<file path="config.mk">
export PLATFORM = sky130hd
export DESIGN_NAME = ipr_regs
export DESIGN_NICKNAME = d
export VERILOG_FILES = /design/src/pkg/ipr_pkg.sv /design/src/core/ipr_regs.sv
export VERILOG_INCLUDE_DIRS = /design/src /design/src/pkg
export SDC_FILE = /design/constraint.sdc
export NUM_CORES = 1
export LEC_CHECK = 0
export BUFFER_PORTS_ARGS = -buffer_cell sky130_fd_sc_hd__clkbuf_2
export CORE_MARGIN = 2
export CORE_UTILIZATION = 47
export DETAILED_ROUTE_END_ITERATION = 16
export PLACE_DENSITY = 0.86
export SYNTH_ARGS = -nofsm -noshare
export SYNTH_HDL_FRONTEND = slang
export SYNTH_SLANG_ARGS = --single-unit
export TNS_END_PERCENT = 100
</file>
<file path="constraint.sdc">
create_clock -name clk_sys -period 2.6 [get_ports clk_sys]
set_input_delay 0.52 -clock clk_sys [delete_from_list [all_inputs] [get_ports clk_sys]]
set_output_delay 0.52 -clock clk_sys [all_outputs]
set_load 0.005 [all_outputs]
</file>
<file path="src/pkg/ipr_cfg.svh">
// Offsets, field positions, reset values and widths for the interrupt priority register bank.
`ifndef IPR_CFG_SVH
`define IPR_CFG_SVH
`define IPR_OFF_DMA1_ADC_UART1TX   12'h000
`define IPR_OFF_CN_CMP_I2C1        12'h004
`define IPR_OFF_CAPTURE_EXT1       12'h008
`define IPR_OFF_TIMER4_COMPARE_DMA2 12'h00c
`define IPR_OFF_UART2_EXT2_TIMER5  12'h010
`define IPR_OFF_CAN_SPI2           12'h014
`define IPR_NUM_REGS               6
`define IPR_FIELDS_PER_REG         4
`define IPR_FIELD_W                3
`define IPR_FIELD_STRIDE           4
`define IPR_FIELD_RESET            3'h4
`define IPR_PRIO_OFF               3'h0
`define IPR_MASK_DMA1_ADC_UART1TX  16'h0777
`define IPR_MASK_CN_CMP_I2C1       16'h7777
`define IPR_MASK_CAPTURE_EXT1      16'h7707
`define IPR_MASK_TIMER4_COMPARE_DMA2 16'h7777
`define IPR_MASK_UART2_EXT2_TIMER5 16'h7777
`define IPR_MASK_CAN_SPI2          16'h7777
`define IPR_CAN_MASK               16'h7700
`define IPR_CAN_REG                5
`define IPR_NUM_SRC                24
`endif

</file>
<file path="src/pkg/ipr_pkg.sv">
// Types shared by the interrupt priority register bank.
package ipr_pkg;
   typedef logic [2:0] ipr_level_type;
   typedef struct packed
   {
      logic        psel;
      logic        penable;
      logic        pwrite;
      logic [11:0] paddr;
      logic [31:0] pwdata;
   } ipr_apb_req_type;
   typedef struct packed
   {
      logic        pready;
      logic        pslverr;
      logic [31:0] prdata;
   } ipr_apb_rsp_type;
endpackage : ipr_pkg

</file>
<file path="src/core/ipr_regs.sv">
// Interrupt priority register bank with APB slave and per-source priority outputs.
//
// Local design decisions: the APB register port and the register addresses.
`timescale 1ns/1ps
`include "ipr_cfg.svh"

module ipr_regs
   import ipr_pkg::*;
#(
   parameter int NUM_REGS = `IPR_NUM_REGS
)
(
   input  wire logic                      clk_sys,
   input  wire logic                      srst,
   input  wire ipr_apb_req_type           apb_req,
   output      ipr_apb_rsp_type           apb_rsp,
   input  wire logic                      can_present,
   input  wire logic [`IPR_NUM_SRC-1:0]   src_pending,
   output      logic [`IPR_NUM_SRC*3-1:0] src_level,
   output      logic [`IPR_NUM_SRC-1:0]   src_request
);

   localparam logic [15:0] IMPL_MASK [0:`IPR_NUM_REGS-1] = '{
      `IPR_MASK_DMA1_ADC_UART1TX, `IPR_MASK_CN_CMP_I2C1, `IPR_MASK_CAPTURE_EXT1,
      `IPR_MASK_TIMER4_COMPARE_DMA2, `IPR_MASK_UART2_EXT2_TIMER5, `IPR_MASK_CAN_SPI2};
   localparam logic [15:0] CAN_MASK = `IPR_CAN_MASK;
   localparam logic [11:0] REG_OFF [0:`IPR_NUM_REGS-1] = '{
      `IPR_OFF_DMA1_ADC_UART1TX, `IPR_OFF_CN_CMP_I2C1, `IPR_OFF_CAPTURE_EXT1,
      `IPR_OFF_TIMER4_COMPARE_DMA2, `IPR_OFF_UART2_EXT2_TIMER5, `IPR_OFF_CAN_SPI2};

   logic [15:0]               prio_reg [0:`IPR_NUM_REGS-1];
   logic [15:0]               next_prio [0:`IPR_NUM_REGS-1];
   logic [`IPR_NUM_REGS-1:0]  hit;
   logic                      wr_access;
   logic                      can_present_meta;
   logic                      can_present_sync;

   // The variant strap comes from outside, so it is synchronised before use.
   always_ff @(posedge clk_sys)
   begin
      if (srst)
      begin
         can_present_meta <= 1'b0;
         can_present_sync <= 1'b0;
      end
      else
      begin
         can_present_meta <= can_present;
         can_present_sync <= can_present_meta;
      end
   end

   assign wr_access = apb_req.psel && apb_req.penable && apb_req.pwrite;

   genvar gr;
   genvar gf;
   generate
      for (gr = 0; gr < `IPR_NUM_REGS; gr++)
      begin : g_reg
         assign hit[gr] = (apb_req.paddr == REG_OFF[gr]);

         // Unimplemented bits are masked off on write, so they always read back zero.
         always_comb
         begin
            next_prio[gr] = prio_reg[gr];
            if (wr_access && hit[gr])
            begin
               next_prio[gr] = apb_req.pwdata[15:0] & IMPL_MASK[gr];
            end
         end

         always_ff @(posedge clk_sys)
         begin
            if (srst)
            begin
               prio_reg[gr] <= {4{1'b0, `IPR_FIELD_RESET}} & IMPL_MASK[gr];
            end
            else
            begin
               prio_reg[gr] <= next_prio[gr];
            end
         end

         for (gf = 0; gf < `IPR_FIELDS_PER_REG; gf++)
         begin : g_field
            localparam int SRC = gr * `IPR_FIELDS_PER_REG + gf;
            localparam bit IS_CAN = (gr == `IPR_CAN_REG) && CAN_MASK[gf*4];
            ipr_level_type lvl;
            // The field is forwarded from the write data, so a write is seen without delay.
            assign lvl = next_prio[gr][gf*`IPR_FIELD_STRIDE +: `IPR_FIELD_W];

            always_ff @(posedge clk_sys)
            begin
               if (srst)
               begin
                  src_level[SRC*3 +: 3] <= 3'h0;
                  src_request[SRC]      <= 1'b0;
               end
               else
               begin
                  src_level[SRC*3 +: 3] <= lvl;
                  src_request[SRC] <= src_pending[SRC] && (lvl != `IPR_PRIO_OFF)
                                      && (!IS_CAN || can_present_sync);
               end
            end
         end
      end
   endgenerate

   // Reads are answered with zero wait states; an unmapped address reads zero with an error.
   always_ff @(posedge clk_sys)
   begin
      if (srst)
      begin
         apb_rsp <= '0;
      end
      else
      begin
         apb_rsp.pready  <= apb_req.psel && !apb_req.penable;
         apb_rsp.pslverr <= apb_req.psel && !apb_req.penable && (hit == '0);
         apb_rsp.prdata  <= 32'h0;
         for (int i = 0; i < `IPR_NUM_REGS; i++)
         begin
            if (hit[i] && apb_req.psel && !apb_req.penable)
            begin
               apb_rsp.prdata <= {16'h0, prio_reg[i]};
            end
         end
      end
   end

endmodule : ipr_regs

</file>
Word level (Yosys, flattened, before mapping)
Memory sizes are Yosys's and may differ from the RTL's.
Index checks and enable logic that the tools add are counted.
Storage, ports and cells
  register bits after elaboration: 132
  memory bits (writable): 96
  input port bits: 74
  output and inout port bits: 130
  word-level logic and storage cells: 163
  memories kept: 1
Memories
  prio_reg: depth 6, bits a word 16, rd ports 6, clocked after memory_dff 0, wr ports 6, line ipr_regs.sv:31  | logic [15:0] prio_reg [0:`IPR_NUM_REGS-1];
Cells by class
  equality and inequality tests: 5
  muxes and demuxes: 21
  bitwise gates (word level): 6
  reductions and logical operators: 76
Operators with widths (count)
  16-bit 2-to-1 mux: 18
  3-bit nonzero test: 24
  1-bit logical AND: 48
  12-bit by 4-bit == test with 1-bit output, second input constant: 2
  12-bit by 5-bit == test with 1-bit output, second input constant: 2
  12-bit by 3-bit == test with 1-bit output, second input constant: 1
  12-bit zero test: 1
  6-bit zero test: 1
  1-bit bitwise OR: 6
  6-bit OR reduction: 1
  1-bit 2-to-1 mux: 3
  1-bit zero test: 1

Depth between registers and ports, before layout
  depth after elaboration: 9
  gate-level depth with buffers: 8

Worst setup path after synthesis
Ideal clock, no wire load.
  kind: in2reg
  from: input apb_req[41] in the netlist's numbering
  to: register src_request[12]
  library setup time: 0.103 ns
  arrival time: 2.018 ns
  data required time: 2.497 ns
  slack: 0.479 ns
  stages: 7
  buffers on the path: 2
  cell sequence: or4_1 buf_2 nor3_2 and3_1 buf_4 nor4_1 a2111oi_2
On the way
  cells in the longest elaborated chain, start to end: 5
RTL lines
  start: declaration: line ipr_regs.sv:15  | input wire ipr_apb_req_type apb_req,
  12-bit by 4-bit == test with 1-bit output: line ipr_regs.sv:60  | assign hit[gr] = (apb_req.paddr == REG_OFF[gr]);
  1-bit logical AND: line ipr_regs.sv:66  | if (wr_access && hit[gr])
  16-bit 2-to-1 mux: line ipr_regs.sv:66
  3-bit nonzero test (no line)
  1-bit logical AND: line ipr_regs.sv:102  | src_request[SRC] <= src_pending[SRC] && (lvl != `IPR_PRIO_OFF)
  end signal: indexed assignment: line ipr_regs.sv:102
  end: declaration: line ipr_regs.sv:20  | output logic [`IPR_NUM_SRC-1:0] src_request
No other way between the ends.
A chain may end at the register's enable or synchronous reset.

Worst setup path after layout
  from: input apb_req[41] in the netlist's numbering
  to: register apb_rsp[5] in the netlist's numbering
On the way
  cells in the longest elaborated chain, start to end: 9
  elaborated cells between the ends (all ways): 24
  those cells by class: eq/ne: 5; mux: 6; reduce/logical: 13
RTL lines
  12-bit zero test: line ipr_regs.sv:60
  1-bit logical AND (2 in a row): line ipr_regs.sv:124  | if (hit[i] && apb_req.psel && !apb_req.penable)
  16-bit 2-to-1 mux (5 in a row): line ipr_regs.sv:124
  16-bit 2-to-1 mux *: line ipr_regs.sv:124
  end: declaration: line ipr_regs.sv:16  | output ipr_apb_rsp_type apb_rsp,
Every way passes the cells marked *; elsewhere a longest branch is shown, timed or not.

==> run metrics <==
outcome complete, no violations; #FFs+latches synth 134; diode count 0; Initial DRT Pass Iterations 5; Die W 115.2 µm; worst slack at placement 0.1107 ns; PD cells 655.3 nW/µm²; starting density of the core 48.21%; final setup TNS 0 ns; Max stage delay cell, worst path or4_1; Reg2Reg Setup Slack 1.05 ns; DRT iter0 DRCs 491; Die Area 13,280 µm²; Power, Total 4.642 mW; post_cts resized 0; wire per inst 17.22 µm; number of port buffers 163; initial antenna violation count 0; vias in the first global route 4,700; Reg2Reg Launch Point src_level[46]; root buf cell clkbuf_16; final clock skew 0.007553 ns; Critical Path End apb_rsp[5]; Post-Place Cells 914; CP Launch Type input pin; largest net degree at the start of global routing 65; Worst-Skew Late Latency 0.41 ns; worst slew pin tran 0.8006 ns; Lkg Pwr 3.012 nW; f_max 473.5 MHz; delay-heaviest family, CP simple AND/OR/NAND/NOR gates; HPWL Detailed 11,750 µm; critical path data arrival time 2.40 ns; RR Endpoint apb_rsp[13]; Rel. slew slack 46.22%; Crit. End Element flop; area grow syn2layout 21.84%; share of cells above drive strength 1 30.59%; Vias per Instance 5.280; TritonCTS Buffers 17; global-route wire length before repair 24,890 µm; most frequent cells in the layout clkbuf_2 (162), dfxtp_1 (134), nor2_1 (77), nand2_1 (59), mux2i_1 (52); final worst slack 0.4878 ns; std cell rows 40; DRC 0; synth unique cells 47; part of the cycle the worst path needs 81.24%; Ports 204; slowest stage delay, CP 0.69 ns; post-route ant nets 0; Gate Count Post-Synth 639; Worst Reg-to-Reg Cells 4; Final Hold Vio Count 0; Data required, critical path 2.89 ns; final WL 16,290 µm; worst-case clock buffer depth 2; WS Path Type in -> reg; Nets 839; grt total ovfl 0; post-CTS setup buffer count 0; Clock Sink Count 134; Max-Cap Viols 0; Max VDD drop 0.3845 mV; most common cell after layout, fill and taps aside clkbuf_2; H-tree levels 4; YS warnings 0; Mean Syn Cell Area 9.099 µm²; Final Non-Filler Cells 946; minimum clock period 2.112 ns; via count 4,995; hold_ws 0.3149 ns; HP Class in -> reg; hold buffers post-CTS 0; buffers plus inverters on the worst setup path 2; crit path from apb_req[41]; Critical Path Fanout Max 8; sequential area share after synthesis 46.14%; chip height 115.2 µm; worst-path cell chain clkbuf_2 > or4_1 > nor3_1 > nand3_1 > buf_4 > o211ai_1 > a21oi_1; overall routing resource usage 24.71%; Hold Crit Depth 3; CTS tree built; total number of cells along the worst setup path 7; CTS clk-pin slew, worst paths 0.06 ns; Setup-failing EPs final 0; Core Box Area 12,060 µm²; RSZ-0062 raised after global routing no; gpl congestion 0.8722; post-synthesis cell area 5814 µm²; max FFs per register 71; max-slew violation count 0
-- kinds of logic after synthesis --
kind of cell / count (synthesis) / share of synthesized area (%)
other: 1 / 0.06450
DFF: 134 / 46.14
muxes: 53 / 9.339
and+or+nand+nor: 232 / 20.16
AOI/OAI and AO/OA: 95 / 11.36
buffers and inverters: 124 / 12.93
-- power breakdown --
part	total (mW)	switching (mW)	internal (mW)
Combinational	0.262	0.161	0.101
Sequential	2.10	0.0101	2.09
Clock	2.28	0.866	1.41
Total	4.64	1.04	3.60
-- synth_stat cells, drive strengths merged --
library cell / count / area (µm²)
dfxtp: 134 / 2683
buf: 85 / 605.6
nor2: 79 / 299.0
nand2: 59 / 221.5
mux2i: 52 / 520.5
a21oi: 27 / 135.1
nor4: 26 / 198.9
nand2b: 24 / 150.1
o21ai: 21 / 105.1
a2111oi: 20 / 205.2
inv: 20 / 75.07
clkbuf: 19 / 71.32
nor3: 13 / 75.07
o211ai: 9 / 67.56
a21o: 8 / 60.06
and2: 6 / 37.54
nor2b: 6 / 37.54
a211oi: 3 / 22.52
and3: 3 / 18.77
nand3: 3 / 15.01
nand4: 3 / 25.02
nor3b: 3 / 38.79
a311oi: 2 / 17.52
o311a: 2 / 20.02
or3: 2 / 12.51
a32o: 1 / 10.01
a32oi: 1 / 8.760
and4: 1 / 8.760
conb: 1 / 3.750
mux4: 1 / 22.52
nor4bb: 1 / 10.01
o2111ai: 1 / 8.760
or2: 1 / 6.260
or4: 1 / 7.510
or4b: 1 / 10.01
-- tightest hold or removal path, stage by stage --
cell	delay, ns
clkbuf_2	0.08
inv_1	0.04
a2111oi_1	0.04
-- layout make-up --
type | count | area, µm²
Multi-Input combinational cell | 400 | 2454
Timing Repair Buffer | 192 | 1099
Fill cell | 1017 | 4977
Sequential cell | 134 | 2683
Inverter | 20 | 75.07
Tap cell | 168 | 210.2
Clock inverter | 8 | 72.57
Clock buffer | 24 | 491.7
-- how the worst min path moves through the flow --
stage | startpoint | endpoint | slack [ns]
CTS | src_pending[0] | src_request[0] | 0.30
global placement | can_present_meta | can_present_sync | 0.42
floorplan | can_present_meta | can_present_sync | 0.41
global route | src_pending[2] | src_request[2] | 0.31
detailed placement | can_present_meta | can_present_sync | 0.43
finish | src_pending[6] | src_request[6] | 0.31
-- routing by layer --
| layer | global-route usage, % | vias to the layer above | share of wire, % |
|---|---|---|---|
| li1 | - | 2381 | - |
| met1 | 28.79 | 2319 | 40 |
| met2 | 40.24 | 248 | 47 |
| met3 | 10.02 | 47 | 9.5 |
| met4 | 10.68 | 0 | 3.2 |
| met5 | 0 | - | 0 |
-- through the flow --
step / instance area [µm²] / utilization (%)
6_report: 7084 / 58.73
5_1_grt: 7084 / 58.73
4_1_cts: 7084 / 58.73
3_5_place_dp: 6520 / 54.06
3_3_place_gp: 6520 / 54.06
2_1_floorplan: 5886 / -
Power figures use the tool's default switching activity.
